## src/hw/csr_pkg.sv

```systemverilog
/*
  package for the socket status register bank: offsets, field positions,
  reset values and timing counts.
  assumes a 125 MHz system clock and a 32-bit Avalon-MM register bus.
*/
package csr_pkg;
  localparam int          ADDR_W        = 4;
  localparam logic [3:0]  OFS_EVENT     = 4'h0;
  localparam logic [3:0]  OFS_MASK      = 4'h4;
  localparam logic [3:0]  OFS_STATE     = 4'h8;
  localparam logic [3:0]  OFS_FORCE     = 4'hc;
  localparam logic [3:0]  OFS_CTRL      = 4'h0;
  // bit positions
  localparam int          B_STSCHG      = 0;
  localparam int          B_CD1         = 1;
  localparam int          B_CD2         = 2;
  localparam int          B_PWR         = 3;
  localparam int          B_C16         = 4;
  localparam int          B_CBUS        = 5;
  localparam int          B_CINT        = 6;
  localparam int          B_NOTCARD     = 7;
  localparam int          B_DLOST       = 8;
  localparam int          B_BADV        = 9;
  localparam int          B_CV_LO       = 10;
  localparam int          B_RETEST      = 14;
  localparam int          B_SYSV_LO     = 28;
  localparam logic [3:0]  SYSV_RESET    = 4'h3;
  localparam logic [3:0]  EVENT_USED    = 4'hf;
  localparam int          PWR_DONE_CYC  = 256;
  // power-up settle time, ns
  localparam int          PWR_UP_NS     = 1000;
  localparam int          CLK_NS        = 8;
  localparam int          PWR_UP_CYC    = (PWR_UP_NS + CLK_NS - 1) / CLK_NS;
  localparam logic [31:0] RD_UNMAPPED   = 32'h0000_0000;
  typedef enum logic [1:0] {CSR_IDLE, CSR_ACK} csr_bus_e;
  typedef enum logic [2:0] {CSR_P_OFF, CSR_P_RAMP, CSR_P_WAIT, CSR_P_ON} csr_pwr_e;
endpackage

```

## src/hw/csr_socket_status.sv

```systemverilog
/*
  socket status register bank: interrupt mask, live socket state and
  write-only event force register, plus card detect and power sequencing.
  assumes socket pins are asynchronous; all but pin_card_irq are synchronised here; the event
  latch is also held in this block and is driven out of it on event_latch.
*/
// The Avalon-MM interface to the registers was left to the implementer.
`timescale 1ns/10ps
`default_nettype none
// Function
// - mask bit 0 enables status-change interrupt
// - mask bits 1,2 enable card-detect change interrupts
// - power-complete interrupt 256 clocks after power-up
// - card removal interrupts if mask bit 1 or 2 is set, then clears whole mask
// - context mask bits survive D3-to-D0 with wake enabled
// - state bit 0 shows status-change pin
// - bits 1,2 mirror detect pins, reset 1
// - bit 3 shows socket powered, reset clears
// - bits 4,5 record last card type
// - bit 6 follows card interrupt combinationally
// - bit 7 unsupported card blocks power
// - removal while active sets data-lost, read clears
// - bad supply request with cardbus card sets bit 9
// - voltage detect sets bits 10 to 13; detection here sets only bits 10 and 11, bits 12 and 13 only by force
// - bits 31:28 system supplies, default 3.3/5
// - force register holds no state
// - force 3:0 sets event latches only
// - force 4,5,7 sets type flags, no card
// - force 8,9 sets data-lost, bad request
// - force voltage bits blocks power until retest
// - force 14 or insertion runs retest
// - event latch bits clear on write one
module csr_socket_status
  import csr_pkg::*;
#(
  parameter logic [3:0] SYS_VOLTS = csr_pkg::SYSV_RESET
)(
  // system
  input  wire logic                      clk_sys,
  input  wire logic                      reset,
  input  wire logic                      seg_reset,
  input  wire logic                      wake_enable,
  // avalon-mm slave
  input  wire logic [csr_pkg::ADDR_W-1:0] avs_address,
  input  wire logic                      avs_read,
  input  wire logic                      avs_write,
  input  wire logic [31:0]               avs_writedata,
  input  wire logic [3:0]                avs_byteenable,
  output logic      [31:0]               avs_readdata,
  output logic                           avs_waitrequest,
  // socket pins
  input  wire logic                      pin_stschg,
  input  wire logic                      pin_cd1,
  input  wire logic                      pin_cd2,
  input  wire logic                      pin_vs1,
  input  wire logic                      pin_vs2,
  input  wire logic                      pin_card_irq,
  // power control side
  input  wire logic                      power_request,
  input  wire logic [3:0]                supply_select,
  input  wire logic                      interface_active,
  output logic                           socket_power_on,
  output logic                           buffer_flush,
  // event and interrupt
  output logic                           sock_irq,
  output logic      [3:0]                event_latch
);
  import csr_pkg::*;

  ////////////////////////////////////////////////////////////////////////
  logic [1:0] sync_a_ff [5];
  logic [4:0] pin_s;
  logic [4:0] pin_raw;
  assign pin_raw = {pin_vs2, pin_vs1, pin_cd2, pin_cd1, pin_stschg};

  // two-stage synchronisers, first stage read only by the second
  genvar gi;
  generate
    for (gi = 0; gi < 5; gi++)
    begin : g_sync
      always_ff @(posedge clk_sys)
      begin
        if (reset)
          sync_a_ff[gi] <= 2'b11;
        else
          sync_a_ff[gi] <= {sync_a_ff[gi][0], pin_raw[gi]};
      end
      assign pin_s[gi] = sync_a_ff[gi][1];
    end
  endgenerate

  logic stschg_s, cd1_s, cd2_s, vs1_s, vs2_s;
  assign stschg_s = ~pin_s[0];
  assign cd1_s    = pin_s[1];
  assign cd2_s    = pin_s[2];
  assign vs1_s    = pin_s[3];
  assign vs2_s    = pin_s[4];

  ////////////////////////////////////////////////////////////////////////
  // bus slave: one wait cycle, answer on the second edge
  csr_bus_e bus_ff;
  logic     access;
  logic     wr_go;
  logic     rd_go;
  assign access = avs_read | avs_write;
  assign wr_go  = avs_write & (bus_ff == CSR_ACK);
  assign rd_go  = avs_read & (bus_ff == CSR_ACK);
  assign avs_waitrequest = access & (bus_ff != CSR_ACK);

  always_ff @(posedge clk_sys)
  begin
    if (reset)
      bus_ff <= CSR_IDLE;
    else if (bus_ff == CSR_ACK)
      bus_ff <= CSR_IDLE;
    else if (access)
      bus_ff <= CSR_ACK;
  end

  function automatic logic [31:0] be_mask(input logic [3:0] be);
    be_mask = {{8{be[3]}}, {8{be[2]}}, {8{be[1]}}, {8{be[0]}}};
  endfunction

  logic [31:0] wdat;
  assign wdat = avs_writedata & be_mask(avs_byteenable);

  logic wr_event, wr_mask, wr_force, rd_state;
  assign wr_event = wr_go & (avs_address == OFS_EVENT);
  assign wr_mask  = wr_go & (avs_address == OFS_MASK);
  assign wr_force = wr_go & (avs_address == OFS_FORCE);
  assign rd_state = rd_go & (avs_address == OFS_STATE);

  logic [31:0] force_p;
  assign force_p = wr_force ? wdat : 32'h0000_0000;

  ////////////////////////////////////////////////////////////////////////
  // card detect and type
  logic cd1_d_ff, cd2_d_ff;
  logic card_in, inserted, removed;
  assign card_in = ~cd1_s & ~cd2_s;

  always_ff @(posedge clk_sys)
  begin
    if (reset)
    begin
      cd1_d_ff <= 1'b1;
      cd2_d_ff <= 1'b1;
    end
    else
    begin
      cd1_d_ff <= cd1_s;
      cd2_d_ff <= cd2_s;
    end
  end

  logic cd1_chg, cd2_chg, was_in;
  assign cd1_chg  = cd1_s ^ cd1_d_ff;
  assign cd2_chg  = cd2_s ^ cd2_d_ff;
  assign was_in   = ~cd1_d_ff & ~cd2_d_ff;
  assign inserted = card_in & ~was_in;
  assign removed  = ~card_in & was_in;

  logic retest_ff;
  logic c16_ff, cbus_ff, notcard_ff;
  logic [3:0] cardv_ff;
  logic v_lock_ff;

  always_ff @(posedge clk_sys)
  begin
    if (reset)
      retest_ff <= 1'b0;
    else
      retest_ff <= inserted | force_p[B_RETEST];
  end

  // type decoded from detect and sense pins
  logic is16, iscb, isbad;
  assign is16  = card_in & vs1_s & vs2_s;
  assign iscb  = card_in & ~vs1_s & vs2_s;
  assign isbad = card_in & ~is16 & ~iscb;

  always_ff @(posedge clk_sys)
  begin
    if (reset)
    begin
      c16_ff     <= 1'b0;
      cbus_ff    <= 1'b0;
      notcard_ff <= 1'b0;
    end
    else if (retest_ff)
    begin
      c16_ff     <= is16;
      cbus_ff    <= iscb;
      notcard_ff <= isbad;
    end
    else if (!card_in)
    begin
      c16_ff     <= c16_ff | force_p[B_C16];
      cbus_ff    <= cbus_ff | force_p[B_CBUS];
      notcard_ff <= notcard_ff | force_p[B_NOTCARD];
    end
  end

  always_ff @(posedge clk_sys)
  begin
    if (reset)
    begin
      cardv_ff  <= 4'h0;
      v_lock_ff <= 1'b0;
    end
    else if (retest_ff)
    begin
      cardv_ff  <= {1'b0, 1'b0, iscb | is16, is16 | (iscb & vs1_s)};
      v_lock_ff <= 1'b0;
    end
    else if (|force_p[B_CV_LO +: 4])
    begin
      cardv_ff  <= cardv_ff | force_p[B_CV_LO +: 4];
      v_lock_ff <= 1'b1;
    end
  end

  ////////////////////////////////////////////////////////////////////////
  // power sequencing
  csr_pwr_e   pwr_ff;
  logic [8:0] pwr_cnt_ff;
  logic       pwr_done_p;
  logic       bad_req, pwr_allowed;
  assign bad_req     = power_request & (|(supply_select & ~(cardv_ff & SYS_VOLTS)));
  assign pwr_allowed = power_request & card_in & ~notcard_ff & ~v_lock_ff & ~bad_req;
  assign pwr_done_p  = (pwr_ff == CSR_P_WAIT) && (pwr_cnt_ff == 9'(PWR_DONE_CYC - 1));

  always_ff @(posedge clk_sys)
  begin
    if (reset)
    begin
      pwr_ff     <= CSR_P_OFF;
      pwr_cnt_ff <= 9'h000;
    end
    else if (!pwr_allowed)
    begin
      pwr_ff     <= CSR_P_OFF;
      pwr_cnt_ff <= 9'h000;
    end
    else
    begin
      case (pwr_ff)
        CSR_P_OFF:
        begin
          pwr_ff     <= CSR_P_RAMP;
          pwr_cnt_ff <= 9'h000;
        end
        CSR_P_RAMP:
        begin
          pwr_cnt_ff <= pwr_cnt_ff + 9'h001;
          if (pwr_cnt_ff == 9'(PWR_UP_CYC - 1))
          begin
            pwr_ff     <= CSR_P_WAIT;
            pwr_cnt_ff <= 9'h000;
          end
        end
        CSR_P_WAIT:
        begin
          pwr_cnt_ff <= pwr_cnt_ff + 9'h001;
          if (pwr_done_p)
            pwr_ff <= CSR_P_ON;
        end
        CSR_P_ON: pwr_ff <= CSR_P_ON;
        default:  pwr_ff <= CSR_P_OFF;
      endcase
    end
  end

  assign socket_power_on = (pwr_ff == CSR_P_WAIT) || (pwr_ff == CSR_P_ON);

  ////////////////////////////////////////////////////////////////////////
  // sticky flags
  logic dlost_ff, badv_ff;
  // removal while active, clear on read; set wins
  always_ff @(posedge clk_sys)
  begin
    if (reset)
    begin
      dlost_ff <= 1'b0;
      badv_ff  <= 1'b0;
    end
    else
    begin
      if ((removed & interface_active) | force_p[B_DLOST])
        dlost_ff <= 1'b1;
      else if (rd_state)
        dlost_ff <= 1'b0;
      if ((bad_req & cbus_ff) | force_p[B_BADV])
        badv_ff <= 1'b1;
    end
  end
  assign buffer_flush = removed & interface_active;

  ////////////////////////////////////////////////////////////////////////
  // event latch and mask
  logic [3:0] mask_ff;
  logic [3:0] ev_set;
  logic       stschg_d_ff;
  logic       ctx_hold;

  always_ff @(posedge clk_sys)
  begin
    if (reset)
      stschg_d_ff <= 1'b0;
    else
      stschg_d_ff <= stschg_s;
  end

  assign ev_set = {pwr_done_p,
                   cd2_chg,
                   cd1_chg,
                   stschg_s & ~stschg_d_ff & (pwr_ff != CSR_P_WAIT)} | force_p[3:0];

  assign ctx_hold = seg_reset & wake_enable;

  always_ff @(posedge clk_sys)
  begin
    if (reset | (seg_reset & ~ctx_hold))
      mask_ff <= 4'h0;
    else if (removed)
      mask_ff <= 4'h0;
    else if (wr_mask)
      mask_ff <= wdat[3:0];
  end

  always_ff @(posedge clk_sys)
  begin
    if (reset | (seg_reset & ~ctx_hold))
      event_latch <= 4'h0;
    else
      event_latch <= ev_set | (event_latch & ~(wr_event ? wdat[3:0] : 4'h0));
  end

  // removal irq outlives the mask clear, until detect events are cleared
  logic rm_irq_ff;
  always_ff @(posedge clk_sys)
  begin
    if (reset | (seg_reset & ~ctx_hold))
      rm_irq_ff <= 1'b0;
    else if (removed & (|mask_ff[2:1]))
      rm_irq_ff <= 1'b1;
    else if (~|event_latch[2:1])
      rm_irq_ff <= 1'b0;
  end

  assign sock_irq = (|(event_latch & mask_ff)) | rm_irq_ff;

  ////////////////////////////////////////////////////////////////////////
  // read mux
  logic [31:0] state_word;
  assign state_word = {SYS_VOLTS, 14'h0000, cardv_ff, badv_ff, dlost_ff, notcard_ff,
                       pin_card_irq, cbus_ff, c16_ff, socket_power_on, cd2_s, cd1_s,
                       stschg_s};

  always_ff @(posedge clk_sys)
  begin
    if (reset)
      avs_readdata <= 32'h0000_0000;
    else if (avs_read & (bus_ff == CSR_IDLE))
    begin
      case (avs_address)
        OFS_EVENT: avs_readdata <= {28'h000_0000, event_latch & EVENT_USED};
        OFS_MASK:  avs_readdata <= {28'h000_0000, mask_ff};
        OFS_STATE: avs_readdata <= state_word;
        default:   avs_readdata <= RD_UNMAPPED;
      endcase
    end
  end
endmodule // csr_socket_status
`default_nettype wire

```

## config.mk

```make
export PLATFORM = sky130hd
export DESIGN_NAME = csr_socket_status
export DESIGN_NICKNAME = d
export VERILOG_FILES = /design/src/hw/csr_pkg.sv /design/src/hw/csr_socket_status.sv
export SDC_FILE = /design/constraint.sdc
export NUM_CORES = 1
export LEC_CHECK = 0
export ABC_AREA = 1
export BUFFER_PORTS_ARGS = -buffer_cell sky130_fd_sc_hd__buf_2
export CORE_UTILIZATION = 30
export CTS_CLUSTER_SIZE = 10
export DETAILED_ROUTE_END_ITERATION = 12
export PLACE_DENSITY = 0.62
export SYNTH_ARGS = -nofsm -noshare
export SYNTH_HDL_FRONTEND = slang
export SYNTH_SLANG_ARGS = --single-unit
```

## constraint.sdc

```tcl
create_clock -name clk_sys -period 2.1 [get_ports clk_sys]
set_input_delay 0.315 -clock clk_sys [delete_from_list [all_inputs] [get_ports clk_sys]]
set_output_delay 0.315 -clock clk_sys [all_outputs]
set_load 0.05 [all_outputs]
```

==> summary.txt, run 1 <==
GRT
  – Vias in the first global route: 2,364
  – GRT Residual Overflow: 0
  – Pin count of the biggest net entering global routing: 28
  – Initial antenna violation count: 0
  – First-pass GRT wire length: between 10,000 and 15,000 um
  – Total track usage: between 10% and 20%

Routing
  – DR vias/cell: 4.291
  – WL/cell: around 11 um
  – Antenna viol nets, final: 0
  – WL final: 6287 um
  – Drt initial violations: 110
  – Remaining DRCs: 0
  – Via count: 2,463
  – Drt pass-1 iters: 4

Yosys
  – Compound-Gate Fraction of Synth Area: 11.19%
  – Post-synthesis mux area share: 0%
  – Largest family of logic cells by synthesized area: simple AND/OR/NAND/NOR gates
  – Area share of the largest cell type after synthesis: 40.83%
  – Post-Synth Simple-Gate Area: 28.58%
  – Ys async rst share: 0%
  – Adder-cell share of the synthesized area: 3.828%
  – Synth Warn #: 0
  – Synth area leader: dfxtp_1
  – Sequential cell area fraction in the yosys report: 40.83%
  – FF+latch count, synth: 60
  – Synth area leaders: dfxtp_1 (41%), nand2_1 (10%), inv_1 (4.5%), buf_4 (4.3%), a21oi_1 (4.3%)
  – Mapped cell area: 2942 um2
  – XOR/XNOR Fraction of Synth Area: 2.382%
  – EDFF count, synth: 0
  – Synth Instances: 376
  – Yosys cell types: 36
  – Syn Area/Cell: 7.823 um2
  – Main flop type after synthesis: dfxtp_1

Final layout
  – Final core occ: 37.57%
  – Post-route cell area: 3521 um2
  – Synth-to-Final Area Change: 19.69%
  – Ant. Diodes: 0
  – Layout cells sized above 1: roughly 30%
  – Final nets: 507
  – Most frequent cells in the layout: nand2_1 (81), buf_2 (61), dfxtp_1 (60)
  – Final Non-Filler Cells: about 570
  – Commonest non-fill, non-tap cell in the layout: nand2_1

Clock network
  – Worst-Skew Late Latency: roughly 0.32 ns
  – Clock Tree Root: clkbuf_8
  – CTS H-tree lvls: 3
  – Reg clk slew, reported paths: 0.07 ns
  – CTS tree: built
  – CTS Sinks: 60
  – Clock Path Buffers: 2
  – CTS Buf Count: 9

STA
  – Clock skew: between 0.006 and 0.007 ns
  – Final setup TNS: 0 ns
  – Final Max Tran Viols: 0
  – Final Cycle Share: 94.60%
  – FMAX: 503.3 MHz
  – Final Critical Period: 1.987 ns
  – Final hold violations: 0
  – RSZ-0062 raised after global routing: false
  – Final setup fails: 0

Critical path
  – Critical path peak fanout: 5
  – Flop-to-flop setup slack: 0.57 ns
  – R2R depth: 7
  – Startpoint Class: flop
  – Reg-to-reg endpoint: avs_readdata[3]
  – CP bufs+invs: 2
  – Crit end category: primary output
  – R2r startpoint: pwr_ff[0]
  – Critical-path top delay cell: dfxtp_1
  – Required time worst endpoint: 1.78 ns
  – Worst path max stage delay: 0.42 ns
  – Critical path class: flop to primary output
  – Worst path cell trace: inv_1 > ha_1 > or2_2 > buf_2
  – CP delay by family, top: flip-flops
  – Arrival @ worst endpoint: 1.67 ns

Run status
  – Outcome: completed

Worst hold path
  – Hold Crit Class: primary input to flop
  – Hold Crit Start: pin_stschg
  – Hold depth: 2
  – Hold endpoint: sync_a_ff[0][0]

Pwr
  – Power share of the clock group: 47.9%
  – Power Total: 2.672 mW
  – Internal power: between 2 and 2.5 mW
  – Combinational power share: around 8.4%
  – Pwr dens: between 700 and 800 nW/um2
  – P_sw: 607.8 uW
  – Switch share: 22.75%
  – P_leak: 1.594 nW
  – Flop pwr share: a little over two fifths
  – Max VDD drop: 343.5 uV

Placed design
  – Post-DP HPWL: 4888 um
  – GP Congestion: slightly above 0.8
  – Placed cell count: 558
  – Port buffer count: 61
  – Placed instance area: 3266 um2

Floorplan
  – Core area: 9371 um2
  – Starting Density: between 30% and 40%
  – Full die area: between 10,000 and 15,000 um2
  – Die width: 101.0 um
  – I/O pins: 98
  – Die height: 101.0 um
  – FP Rows: 35

Flow run
  – Max_cap viols: 0
==> per-stage QoR <==
stage | hold slack, ns | worst slack (ns)
after floorplan | 0.3895 | 0.5345
after global placement | 0.3996 | 0.4813
after detailed placement | 0.4021 | 0.4544
after CTS | 0.1505 | 0.08327
after global routing | 0.1490 | 0.02614
final | 0.1729 | 0.1133
==> area by class of cell <==
type                            instances  area [um2]
Tap cell                              129       161.4
Inverter                               46       177.7
Clock inverter                          4       95.09
Clock buffer                           12       155.1
Fill cell                            1010        5851
Sequential cell                        60        1201
Multi-Input combinational cell        261        1418
Timing Repair Buffer                   62       312.8
==> worst max path at each step <==
stage / start / endpoint / slack, ns / cells after the start
after floorplan: event_latch[1] / sock_irq / 0.53 / 2
after global placement: sync_a_ff[2][1] / buffer_flush / 0.48 / 5
after detailed placement: pwr_ff[0] / socket_power_on / 0.45 / 4
after CTS: pwr_ff[0] / socket_power_on / 0.08 / 4
after global routing: pwr_ff[0] / socket_power_on / 0.03 / 4
final: pwr_ff[0] / socket_power_on / 0.11 / 4
==> synthesized netlist by cell type, drive strengths merged, types with 2 or more instances <==
cell type	count
nand2	96
dfxtp	60
inv	44
a21oi	35
nand3	26
nor2	26
buf	21
o21ai	17
or2	13
ha	9
nand4	5
nor3	5
xnor2	4
xor2	4
clkbuf	3
clkinv	2
==> state kept, by name, indices dropped and copies added, names as in the netlist <==
signal and count:
notcard_ff 1, cardv_ff 4, cbus_ff 1, v_lock_ff 1, avs_readdata 15, retest_ff 1, c16_ff 1, badv_ff 1
bus_ff 1, event_latch 4, sync_a_ff 10, pwr_ff 2, cd1_d_ff 1, dlost_ff 1, pwr_cnt_ff 9, stschg_d_ff 1
cd2_d_ff 1, rm_irq_ff 1, mask_ff 4
==> power by group through the flow <==
stage | clock (mW) | combinational, mW | sequential, mW
final | 1.28 | 0.224 | 1.17
after floorplan | 0 | 0.178 | 1.21
after CTS | 1.31 | 0.225 | 1.17
after detailed placement | 0 | 0.224 | 1.19
after global routing | 1.36 | 0.243 | 1.17
after global placement | 0 | 0.223 | 1.19
==> per-layer routing <==
metal,global-route usage [%],wire length [um],up-vias
met5,0,0,-
met4,6.689,79,0
met3,2.497,234,6
met2,22.18,3071,63
met1,15.50,2902,1106
li1,-,-,1288
==> cells by family (layout without fill, tap and decap cells) <==
logic type,Yosys count,count (layout)
flip-flops,60,60
buffers and inverters,70,124
AND/OR/NAND/NOR,172,172
XOR/XNOR,8,8
AO/OA/AOI/OAI,56,56
adder cells (fa/ha/maj),9,9
other,1,16
==> timing repair <==
action,in CTS,in global routing
endpoints found under the setup margin,0,1
gates resized for setup,0,1
buffers inserted,0,0
hold buffers,0,0
Note: power is estimated with default switching activity, not from simulation.
==> run 2: changes to the inputs <==
RECOVER_POWER = 100   (was not set)
==> summary.txt, run 2 (synthesis gave the netlist of run 1 again) <==
STA
  – Final setup TNS: 0 ns
  – FMAX: roughly 500 MHz
  – Clock skew: roughly 0.0057 ns
  – RSZ-0062 raised after global routing: false
  – Final hold slack: 0.1697 ns
  – Final Cycle Share: 94.64%
  – Final hold violations: 0
  – Final Max Tran Viols: 0
  – Relative slew slack: 46.74%
  – Final Critical Period: 1.987 ns
  – Final setup fails: 0
  – Slew @ Worst Pin: 0.7981 ns

Critical path
  – CP bufs+invs: 2
  – Worst path cell trace: inv_1 > ha_1 > or2_2 > buf_2
  – Required time worst endpoint: 1.78 ns
  – Reg-to-reg endpoint: avs_readdata[4]
  – Critical path peak fanout: 5
  – Critical-path top delay cell: dfxtp_1
  – R2R depth: 5
  – Flop-to-flop setup slack: approximately 0.30 ns
  – Critical path class: flop to primary output
  – R2r startpoint: bus_ff[0]
  – Worst path max stage delay: 0.42 ns
  – CP delay by family, top: flip-flops
  – Crit end category: primary output
  – Arrival @ worst endpoint: ~1.7 ns
  – Startpoint Class: flop

Final layout
  – Commonest non-fill, non-tap cell in the layout: nand2_1
  – Synth-to-Final Area Change: 16.89%
  – Biggest regs: avs_readdata: 15 flops, sync_a_ff: 10 flops, pwr_cnt_ff: 9 flops
  – Final nets: 507
  – Layout cells sized above 1: 22.47%
  – Max reg flops: 15
  – Most frequent cells in the layout: nand2_1 (83), dfxtp_1 (60), buf_2 (37)
  – Ant. Diodes: 0
  – Largest register by flop count: avs_readdata

GRT
  – GRT Residual Overflow: 0
  – Pin count of the biggest net entering global routing: 28
  – Total track usage: 12.99%
  – First-pass GRT wire length: 10,250 um
  – Initial antenna violation count: 0
  – Vias in the first global route: approximately 2.4k

Clock network
  – Clock Tree Root: clkbuf_8
  – CTS H-tree lvls: 3
  – CTS Buf Count: 9
  – CTS Sinks: 60
  – CTS Hold Bufs: 0
  – Reg clk slew, reported paths: 0.07 ns
  – Clock Path Buffers: 2
  – Worst-Skew Late Latency: 0.33 ns
  – Post-cts resize count: 0
  – Post-CTS Setup Bufs: 0
  – CTS tree: built

Worst hold path
  – Hold endpoint: sync_a_ff[0][0]
  – Hold Crit Class: primary input to flop
  – Hold depth: 2
  – Hold Crit Start: pin_stschg

Floorplan
  – Die width: 101.0 um
  – I/O pins: 98
  – FP Rows: 35
  – Full die area: 10,210 um2
  – Core area: 9371 um2
  – Die height: 101.0 um
  – Starting Density: a little under a third

Routing
  – Remaining DRCs: 0
  – Via count: 2,460
  – WL/cell: 11.01 um
  – Highest routed metal layer: met4
  – Drt pass-1 iters: 4
  – M1 WL: 2883 um
  – Met3 WL: about 280 um
  – WL final: 6317 um
  – Routed met2 length: 3072 um
  – Drt initial violations: 110
  – Antenna viol nets, final: 0
  – DR vias/cell: 4.286

Flow run
  – Max_cap viols: 0

Pwr
  – Pwr dens: 775.5 nW/um2
  – Max VDD drop: around 350 uV
  – P_leak: 1.488 nW

Placed design
  – Port buffer count: 61
  – Post-DP HPWL: 4888 um
  – GP Congestion: slightly above 0.8

Run status
  – Outcome: completed
==> run 2: metrics by stage <==
step | instances | area, um2 | worst slack, ns | util [%] | power [mW]
2_1_floorplan | 391 | 2998 | 0.5345 | - | 1.384
3_3_place_gp | 558 | 3266 | 0.4813 | 34.85 | 1.417
3_5_place_dp | 558 | 3266 | 0.4544 | 34.85 | 1.419
4_1_cts | 574 | 3516 | 0.08327 | 37.52 | 2.706
5_1_grt | 574 | 3438 | 0.02614 | 36.69 | 2.767
6_report | 574 | 3438 | 0.1126 | 36.69 | 2.666
==> run 2: area by class of cell <==
class	count	area [um2]
Clock inverter	4	95.09
Sequential cell	60	1201
Tap cell	129	161.4
Multi-Input combinational cell	261	1364
Timing Repair Buffer	62	284.0
Inverter	46	177.7
Fill cell	1029	5933
Clock buffer	12	155.1
==> run 2: power breakdown <==
| part | switching (mW) | internal [mW] | leakage (nW) | total [mW] |
|---|---|---|---|---|
| clock | 0.428 | 0.852 | 0.127 | 1.28 |
| sequential | 0.0131 | 1.16 | 0.487 | 1.17 |
| combinational | 0.164 | 0.0536 | 0.875 | 0.217 |
==> run 2: how the worst max path moves through the flow <==
stage / startpoint / to / slack, ns / depth (start not counted)
after CTS: pwr_ff[0] / socket_power_on / 0.08 / 4
after detailed placement: pwr_ff[0] / socket_power_on / 0.45 / 4
final: pwr_ff[0] / socket_power_on / 0.11 / 4
after global placement: sync_a_ff[2][1] / buffer_flush / 0.48 / 5
after global routing: pwr_ff[0] / socket_power_on / 0.03 / 4
after floorplan: event_latch[1] / sock_irq / 0.53 / 2
==> run 2: routing by layer <==
layer  GRT usage (%)  vias to the layer above
li1                -                     1285
met1           15.50                     1100
met2           22.18                       68
met3           2.497                        7
met4           6.689                        0
met5               0                        -
